[src/spdif_tx_pkg.sv]
package spdif_tx_pkg;

    ////////////////////////////////////////////////////////////////////////////////
    // Register map
    localparam logic [7:0] TX_CONTROL_ADDR = 8'h1e;   // Transmitter control
    localparam logic [7:0] POWER_CTRL_ADDR = 8'h33;   // Power-down control two
    localparam logic [7:0] CLOCK_CFG_ADDR = 8'h40;    // Clocking configuration

    // Transmitter control fields
    localparam int SRC_LSB = 0;
    localparam int CHST_OVW_BIT = 2;
    localparam int THROUGH_BIT = 3;
    localparam int VAL_OVW_BIT = 4;
    localparam int VAL_SF0_BIT = 5;
    localparam int VAL_SF1_BIT = 6;
    localparam logic [7:0] TX_CONTROL_MASK = 8'h7f;   // Bit 7 reserved, reads zero
    localparam logic [7:0] TX_CONTROL_RESET = 8'h00;

    // Power-down control field
    localparam int TX_PD_BIT = 4;
    localparam logic [7:0] POWER_CTRL_RESET = 8'h10;  // Transmitter starts disabled

    // Clocking configuration fields
    localparam int FREQ_RANGE_LSB = 0;
    localparam int POSTSCALE_BIT = 2;
    localparam int RX_ENABLE_BIT = 3;
    localparam int SYNC_MODE_BIT = 4;
    localparam logic [7:0] CLOCK_CFG_MASK = 8'h1f;
    localparam logic [7:0] CLOCK_CFG_RESET = 8'h00;
    localparam logic [7:0] HW_CLOCK_CFG = 8'h08;      // Receiver on, automatic PLL

    // Receiver rate modes and the matching 256fs PLL output settings
    localparam logic [1:0] RATE_MODE_96K = 2'h1;
    localparam logic [1:0] RATE_MODE_48K = 2'h2;
    localparam logic [1:0] RATE_MODE_32K = 2'h3;
    localparam logic [1:0] RANGE_96K = 2'h0;
    localparam logic [1:0] RANGE_48K = 2'h1;
    localparam logic [1:0] RANGE_32K = 2'h2;

    ////////////////////////////////////////////////////////////////////////////////
    // Frame geometry and timing
    localparam logic [7:0] LAST_FRAME = 8'hbf;        // 192 frames per block
    localparam logic [7:0] CONSUMER_FRAMES = 8'h28;   // 40 frames carry status
    localparam logic [5:0] LAST_HALF_CELL = 6'h3f;    // 32 slots, two halves each
    localparam logic [4:0] FIRST_DATA_SLOT = 5'h04;
    localparam int HALF_CELL_DIV_DEFAULT = 8;

    // Preamble half-cell patterns, sent MSB first, for a preceding low level
    localparam logic [7:0] PRE_BLOCK = 8'he8;
    localparam logic [7:0] PRE_FIRST = 8'he2;
    localparam logic [7:0] PRE_SECOND = 8'he4;

    ////////////////////////////////////////////////////////////////////////////////
    // Types
    typedef enum logic [1:0] {SRC_RECEIVER, SRC_ADC, SRC_SECONDARY, SRC_PRIMARY} tx_source_t;
    typedef enum logic {TX_OFF, TX_RUN} tx_state_t;

    typedef struct packed {
        logic [23:0] left;
        logic [23:0] right;
    } stereo_sample_t;

    typedef struct packed {
        logic validity;
        logic user;
        logic chanStatus;
    } flag_bits_t;

    typedef struct packed {
        stereo_sample_t sample;
        flag_bits_t first;
        flag_bits_t second;
    } rx_frame_t;

    typedef struct packed {
        logic [7:0] addr;
        logic [7:0] wdata;
        logic wr;
        logic rd;
    } reg_req_t;

endpackage

[src/spdif_transmitter_framer.sv]
`timescale 1ns/1ps

////////////////////////////////////////////////////////////////////////////////
// Overview of operation
// - Hardware mode loads default clocking at reset
// - Hardware mode keeps master clock at 256fs
// - Runs synchronous or asynchronous to audio
// - Bi-phase-mark stream, two sub-frames per frame
// - Audio in slots 4 to 27, LSB first, 24 bits
// - Preamble starts sub-frame, marks block start
// - Validity one means invalid sample
// - Parity gives even parity excluding preamble
// - Block spans 192 frames of status bits
// - Consumer status only in first 40 frames
// - Two-bit select picks transmitted audio source
// - Status overwrite bit applies to receiver source
// - Through bit drives pin from input mux
// - Validity zero, or recovered for receiver source
// - Overwrite sets per-sub-frame validity from bits
// - Power-down bit disables transmitter, resets set
// - Transmitter builds preamble and parity bit itself
// - User bit zero unless receiver is source
module spdif_transmitter_framer
    import spdif_tx_pkg::*;
#(
    parameter int HALF_CELL_DIV = HALF_CELL_DIV_DEFAULT
) (
    input wire logic ref_clk,
    input wire logic rst,
    input wire reg_req_t regReq,
    output logic [7:0] regRdata,
    input wire logic hwMode,
    input wire logic [1:0] rxRateMode,
    input wire rx_frame_t rxFrame,
    input wire stereo_sample_t adcFrame,
    input wire stereo_sample_t secondaryFrame,
    input wire stereo_sample_t primaryFrame,
    input wire logic [39:0] txChanStatus,
    input wire logic inputMuxLine,
    input wire logic audioHalfCellTick,
    output logic sampleTaken,
    output logic serial_audio_out_pin,
    output logic rxEnable,
    output logic [1:0] pll_freq_range_sel,
    output logic pll_output_divider
);

    localparam int DIV_W = (HALF_CELL_DIV > 1) ? $clog2(HALF_CELL_DIV) : 1;

    ////////////////////////////////////////////////////////////////////////////////
    // Register file
    logic [7:0] txControl;        // Source, overwrite, through, validity
    logic [7:0] powerCtrl;        // Only the transmitter power-down bit lives here
    logic [7:0] clockCfg;         // PLL and mode control used outside hardware mode

    wire hitControl = regReq.addr == TX_CONTROL_ADDR;
    wire hitPower = regReq.addr == POWER_CTRL_ADDR;
    wire hitClock = regReq.addr == CLOCK_CFG_ADDR;

    // Writes; hardware mode locks clocking so software cannot disturb it
    always_ff @(posedge ref_clk) begin
        if (rst) begin
            txControl <= TX_CONTROL_RESET;
            powerCtrl <= POWER_CTRL_RESET;
            clockCfg <= hwMode ? HW_CLOCK_CFG : CLOCK_CFG_RESET;
        end else if (regReq.wr) begin
            if (hitControl) begin
                txControl <= regReq.wdata & TX_CONTROL_MASK;
            end
            if (hitPower) begin
                powerCtrl <= regReq.wdata & POWER_CTRL_RESET;
            end
            if (hitClock && !hwMode) begin
                clockCfg <= regReq.wdata & CLOCK_CFG_MASK;
            end
        end
    end

    // Read data in the cycle after the strobe; unmapped addresses read zero
    wire [7:0] readMux = hitControl ? txControl :
                         hitPower ? powerCtrl :
                         hitClock ? clockCfg : 8'h00;

    always_ff @(posedge ref_clk) begin
        if (rst) begin
            regRdata <= 8'h00;
        end else begin
            regRdata <= regReq.rd ? readMux : 8'h00;
        end
    end

    // Field decode
    wire tx_source_t txAudioSourceSel = tx_source_t'(txControl[SRC_LSB +: 2]);
    wire chanStatusOverwrite = txControl[CHST_OVW_BIT];
    wire throughMode = txControl[THROUGH_BIT];
    wire validityOverwriteEn = txControl[VAL_OVW_BIT];
    wire validityFirstSubframe = txControl[VAL_SF0_BIT];
    wire validitySecondSubframe = txControl[VAL_SF1_BIT];
    wire txPowerDown = powerCtrl[TX_PD_BIT];
    wire syncMode = clockCfg[SYNC_MODE_BIT];
    wire fromReceiver = txAudioSourceSel == SRC_RECEIVER;

    ////////////////////////////////////////////////////////////////////////////////
    // Clocking outputs
    // Maps the receiver's rate mode to a 256fs divider setting
    function automatic logic [1:0] range_for_rate(input logic [1:0] mode);
        case (mode)
            RATE_MODE_96K: range_for_rate = RANGE_96K;
            RATE_MODE_48K: range_for_rate = RANGE_48K;
            RATE_MODE_32K: range_for_rate = RANGE_32K;
            default: range_for_rate = RANGE_48K;   // Unlocked: hold the common rate
        endcase
    endfunction

    wire [1:0] autoRange = range_for_rate(rxRateMode);
    assign pll_freq_range_sel = hwMode ? autoRange : clockCfg[FREQ_RANGE_LSB +: 2];
    assign pll_output_divider = hwMode ? 1'b0 : clockCfg[POSTSCALE_BIT];
    assign rxEnable = hwMode | clockCfg[RX_ENABLE_BIT];

    ////////////////////////////////////////////////////////////////////////////////
    // Half bit-cell rate
    // Async: free-running divider; sync: follow the audio clocks' own tick.
    // The divider costs accuracy against the real sample rate, traded for one clock.
    logic [DIV_W-1:0] divCount;
    wire divTick = divCount == DIV_W'(HALF_CELL_DIV - 1);
    wire cellTick = syncMode ? audioHalfCellTick : divTick;

    always_ff @(posedge ref_clk) begin
        if (rst || divTick) begin
            divCount <= '0;
        end else begin
            divCount <= divCount + 1'b1;
        end
    end

    ////////////////////////////////////////////////////////////////////////////////
    // Power state
    tx_state_t state;
    tx_state_t next_state;

    // Power-down holds the framer idle
    always_comb begin
        case (state)
            TX_OFF: next_state = txPowerDown ? TX_OFF : TX_RUN;
            TX_RUN: next_state = txPowerDown ? TX_OFF : TX_RUN;
            default: next_state = TX_OFF;
        endcase
    end

    always_ff @(posedge ref_clk) begin
        if (rst) begin
            state <= TX_OFF;
        end else begin
            state <= next_state;
        end
    end

    wire running = state == TX_RUN;
    wire step = running && cellTick;

    ////////////////////////////////////////////////////////////////////////////////
    // Position counters
    logic [5:0] halfIdx;          // Slot in [5:1], half cell in [0]
    logic subIdx;                 // 0 first sub-frame, 1 second
    logic [7:0] frameIdx;         // Frame within the block
    wire [4:0] slot = halfIdx[5:1];
    wire subEnd = halfIdx == LAST_HALF_CELL;
    wire frameStart = step && halfIdx == 6'h00 && !subIdx;

    // Advance one half cell per tick; wrap sub-frame, frame and block
    always_ff @(posedge ref_clk) begin
        if (rst || !running) begin
            halfIdx <= 6'h00;
            subIdx <= 1'b0;
            frameIdx <= 8'h00;
        end else if (step) begin
            halfIdx <= halfIdx + 6'h01;
            if (subEnd) begin
                subIdx <= ~subIdx;
                if (subIdx) begin
                    frameIdx <= (frameIdx == LAST_FRAME) ? 8'h00 : frameIdx + 8'h01;
                end
            end
        end
    end

    ////////////////////////////////////////////////////////////////////////////////
    // Sample capture at the first half cell of each frame
    stereo_sample_t curSample;
    flag_bits_t rxFirst;
    flag_bits_t rxSecond;

    wire stereo_sample_t srcSample = (txAudioSourceSel == SRC_ADC) ? adcFrame :
                                     (txAudioSourceSel == SRC_SECONDARY) ? secondaryFrame :
                                     (txAudioSourceSel == SRC_PRIMARY) ? primaryFrame :
                                     rxFrame.sample;

    always_ff @(posedge ref_clk) begin
        if (rst) begin
            curSample <= '0;
            rxFirst <= '0;
            rxSecond <= '0;
            sampleTaken <= 1'b0;
        end else begin
            sampleTaken <= frameStart;
            if (frameStart) begin
                curSample <= srcSample;
                rxFirst <= rxFrame.first;
                rxSecond <= rxFrame.second;
            end
        end
    end

    ////////////////////////////////////////////////////////////////////////////////
    // Sub-frame content
    wire [23:0] subSample = subIdx ? curSample.right : curSample.left;
    wire flag_bits_t rxFlags = subIdx ? rxSecond : rxFirst;
    wire overwriteBit = subIdx ? validitySecondSubframe : validityFirstSubframe;

    // Validity: overwrite, recovered, or valid
    wire validityBit = validityOverwriteEn ? overwriteBit :
                       fromReceiver ? rxFlags.validity : 1'b0;

    // User data only forwards what the receiver recovered
    wire userBit = fromReceiver ? rxFlags.user : 1'b0;

    // Status: recovered for receiver source unless overwritten; register bits only in the first 40 frames
    wire inConsumer = frameIdx < CONSUMER_FRAMES;
    wire regStatusBit = inConsumer ? txChanStatus[frameIdx[5:0]] : 1'b0;
    wire chanBit = (fromReceiver && !chanStatusOverwrite) ? rxFlags.chanStatus
                                                          : regStatusBit;

    // Even parity over slots 4 to 30
    wire parityBit = ^{subSample, validityBit, userBit, chanBit};

    // Slot layout, indexed by slot number
    wire [31:0] subWord = {parityBit, chanBit, userBit, validityBit,
                           subSample, 4'h0};
    wire dataBit = subWord[slot];

    // Preamble choice
    wire [7:0] preamble = subIdx ? PRE_SECOND :
                          (frameIdx == 8'h00) ? PRE_BLOCK : PRE_FIRST;

    ////////////////////////////////////////////////////////////////////////////////
    // Bi-phase-mark encoder
    logic lineLevel;              // Transmitter line level
    logic preBase;                // Level before the current preamble
    wire inPreamble = slot < FIRST_DATA_SLOT;
    wire baseLevel = (halfIdx == 6'h00) ? lineLevel : preBase;
    wire preLevel = preamble[3'h7 - halfIdx[2:0]] ^ baseLevel;
    wire cellLevel = halfIdx[0] ? (lineLevel ^ dataBit) : ~lineLevel;

    // Preambles are inverted when the line was high, so the pattern always
    // breaks the coding rule in the same way
    always_ff @(posedge ref_clk) begin
        if (rst || !running) begin
            lineLevel <= 1'b0;
            preBase <= 1'b0;
        end else if (step) begin
            if (halfIdx == 6'h00) begin
                preBase <= lineLevel;
            end
            lineLevel <= inPreamble ? preLevel : cellLevel;
        end
    end

    // Bypass takes the input mux straight to the pin, even when powered down
    assign serial_audio_out_pin = throughMode ? inputMuxLine :
                                  (running ? lineLevel : 1'b0);
endmodule

[config.mk]
export PLATFORM = sky130hd
export DESIGN_NAME = spdif_transmitter_framer
export DESIGN_NICKNAME = d
export VERILOG_FILES = /design/src/spdif_tx_pkg.sv /design/src/spdif_transmitter_framer.sv
export SDC_FILE = /design/constraint.sdc
export NUM_CORES = 1
export LEC_CHECK = 0
export ABC_AREA = 1
export BUFFER_PORTS_ARGS = -buffer_cell sky130_fd_sc_hd__buf_2
export CAP_MARGIN = 5
export CORE_ASPECT_RATIO = 1.4
export CORE_UTILIZATION = 45
export DETAILED_ROUTE_END_ITERATION = 7
export GPL_TIMING_DRIVEN = 1
export PLACE_DENSITY = 0.87
export SETUP_SLACK_MARGIN = 0.02
export SYNTH_ARGS = -nofsm -noshare
export SYNTH_HDL_FRONTEND = slang
export SYNTH_SLANG_ARGS = --single-unit
[constraint.sdc]
create_clock -name ref_clk -period 2.05 [get_ports ref_clk]
set_input_delay 0.1025 -clock ref_clk [delete_from_list [all_inputs] [get_ports ref_clk]]
set_output_delay 0.1025 -clock ref_clk [all_outputs]
set_load 0.03 [all_outputs]
==> impl_results.md <==
* GRT overflow at 0
* Max Transition Viols Final at 0
* Top-level I/O count at 277
* Setup violations, final at 49
* Die Span Y at 147.9 um
* CP most frequent cell: nand2_1
* Initial antenna violation count at 1
* Vias at about 9200
* Failing checks: DRC, setup timing
* Largest net degree at the start of global routing at 96
* Mean number of vias per cell at 5.542
* Clock tree buffer depth at 2
* Synth warn at 0
* Peak supply drop at just over 0.4 mV
* Placed Instances at 1620
* Remaining DRCs at 1
* Cell row count at 53
* Flops & latches, synth at 96
* Final Hold Fails at 0
* P&R area growth vs syn at 40.85%
* Critical Path Start Type: register
* CTS tree: built
* Net count after synthesis at approximately 1400
* CTS Root Cell: clkbuf_16
* Final worst-path cycle share at 112.6%
* Clk_skew at 0.006960 ns
* Post-Synth Simple-Gate Area at roughly 43%
* Max Freq at around 0.43 GHz
* Most common cell after layout, fill and taps aside: nand2_1
* Pwr dens at between 400 and 500 mW/mm^2
* Most frequent cells in the layout: nand2_1 (349), buf_2 (274), nand3_1 (175)
* Tmin final at 2.309 ns
* Status: finished with violations
* Post-Synth XOR/XNOR Area at less than 1%
* Crit path buf inv count at 3
* Clock Latency Late Sink at 0.35 ns
* Post-synthesis mux area share at 0%
* Layout cells sized above 1 at between 30% and 40%
* Synth unique cells at 36
* Critical path peak fanout at 6
* DIE WIDTH at between 100 and 150 um
* RSZ-0062 raised after global routing: true
* Max-cap violations at 0
* FFs w/ async S/R, synth at 0%
* Synth Area in Compound Gates at about 16%
* Clock-pin slew of the registers on the worst-case setup and hold paths at approximately 0.080 ns
* Overall Global Routing Usage at between 20% and 30%
* Vias in the first global route at a little over 8000
* Final WL at 26070 um
* Worst stage delay on the critical path at approximately 0.39 ns
* CP cell instances: inv_4 -> buf_4 -> nand2_1 -> nand2_1 -> nand2_1 -> nand2_1 -> nand2_1 -> nand2_2 -> inv_1 -> nand2_1 -> nand2_1 -> nand2_1 -> nand3_1 -> nand2_1 -> nand2_1 -> nand2_1 -> nand3_1 -> nand2_1 -> nand2_1 -> nand2_1 -> nand2_1 -> nand2_1 -> nand3_1 -> a21oi_1
* Seq/Total Area, Yosys at between 20% and 30%
* WP data arrival at 2.60 ns
* Core Box Area at 0.01492 sq mm
* Iteration-0 DRC Markers at approximately 760
* Post-route ant nets at 0
* Synth Area in Adders at 1.097%
* Critical path's top delay family: simple AND/OR/NAND/NOR gates
* Cts bufs inserted at 9
* Req. time, crit path at approximately 2.3 ns
* IO Port Bufs at 274
* Gp weighted congestion at 0.9523
* Cells after Synth at 1171
* DP HPWL at 18000 um
* Leak at roughly 4.7 nW
* Finished Layout Cells at between 1500 and 2000
* Primary FF master, synth: dfxtp_1
* Main combinational cell family by area after synthesis: simple AND/OR/NAND/NOR gates
* Average cell area after synthesis at between 5 and 6 sq um
* Overall power at 4.044 mW
* Clock Sinks at 96
* Mapped cell area at approximately 0.0068 sq mm
* DR pass1 iterations at 8
* WS Path Type: reg2reg
* H-tree lvl count at 3
* First-pass GRT wire length at roughly 38000 um
* Die area at 0.01572 sq mm
* Post-synth EDFFs at 5
* Fin Hold WS at ~0.015 ns
* Initial Utilization at between 40% and 50%
* Worst slew pin tran at roughly 0.9 ns
* CP Capture Type: register
* CP max stage cell: dfxtp_4
* Worst hold path type: in2reg
* Nets at 1731
* Filler cells at roughly 1300
* PnR worst setup slack at -0.2588 ns
* Rel. slew slack at 39.25%
* DR WL/cell at around 16 um
==> routing by layer <==
layer	vias up	part of all wire (%)	GRT usage, %
met2	524	51	54.32
met5	-	0	0
met1	4071	35	33.21
met3	129	7.6	3.616
li1	4475	-	-
met4	0	6.3	16.25
==> synthesized netlist by cell type (4+ instances only) <==
library cell  count  area share, %
o221ai_1          7           0.90
a21oi_1          29            2.1
nand2_1         365             20
dfxtp_1          91             27
buf_6             4           0.66
ha_1              6            1.1
nor2_1           58            3.2
nand3_1         180             13
buf_2             6           0.44
edfxtp_1          5            2.2
inv_2             4           0.22
nand4_1          52            4.8
nor3_1            9           0.66
o21ai_1           4           0.29
o211ai_1          4           0.44
clkbuf_1         58            3.2
buf_1             8           0.44
inv_1           111            6.1
o21ai_0         144             11
==> metrics by stage <==
stage	worst slack [ns]	util [%]	instance area, sq um	TNS, ns
floorplan	-0.09877	-	6902	-0.2888
global placement	-0.1384	58.30	8698	-0.5814
detailed placement	-0.2009	58.30	8698	-1.146
CTS	-0.1220	61.20	9131	-0.2067
global route	-0.4198	64.62	9642	-5.251
finish	-0.2588	64.62	9642	-1.453
==> cells by family after synthesis <==
kind of cell | after synthesis
compound gates | 199
xor+xnor | 2
fa+ha+maj | 6
buf+inv | 192
flops | 96
other cells | 1
simple gates | 675
==> registers in the layout (all words and copies together), names as in the netlist, 3 cells and up <==
register and flops:
clockCfg 5, curSample 48, divCount 3, frameIdx 8, halfIdx 6, regRdata 7, rxFirst 3, rxSecond 3
txControl 7
==> final cells by class <==
type	count	area, sq um	area share (%)
multi-input combinational	883	4473	46.39
sequential	96	1979	20.53
clock inverter	7	55.05	0.5710
antenna	1	2.502	0.02595
tap	192	240.2	2.492
inverter	115	444.2	4.607
timing repair buffer	357	2222	23.05
clock buffer	9	225.2	2.336
==> path summary, 6_finish.rpt <==
path | startpoint | to | slack, ns | cells after the start
worst max register to register | subIdx | lineLevel | -0.26 | 24
worst max-delay path | subIdx | lineLevel | -0.26 | 24
worst min register to register | divCount[0] | divCount[0] | 0.44 | 1
worst min-delay path | rxFrame[0] | rxSecond[0] | 0.01 | 3
==> tightest hold or removal path, cell delays in order <==
cell	delay (ns)
buf_2	0.08
o21ai_1	0.05
a21oi_1	0.10
==> what timing repair did <==
action / in CTS / in global routing
setup endpoints to repair: 57 / 57
pin swaps: 3 / 4
hold buffers: 1 / 0
gates resized for setup: 39 / 121
hold endpoints to repair: 1 / 0
gates cloned: 1 / 9
buffers inserted: 2 / 10
==> where the power goes <==
part,switching [mW],internal [mW],total (mW)
Sequential,0.00835,1.89,1.90
Clock,0.804,0.838,1.64
Combinational,0.242,0.259,0.501
(Power assumes the default switching activity.)
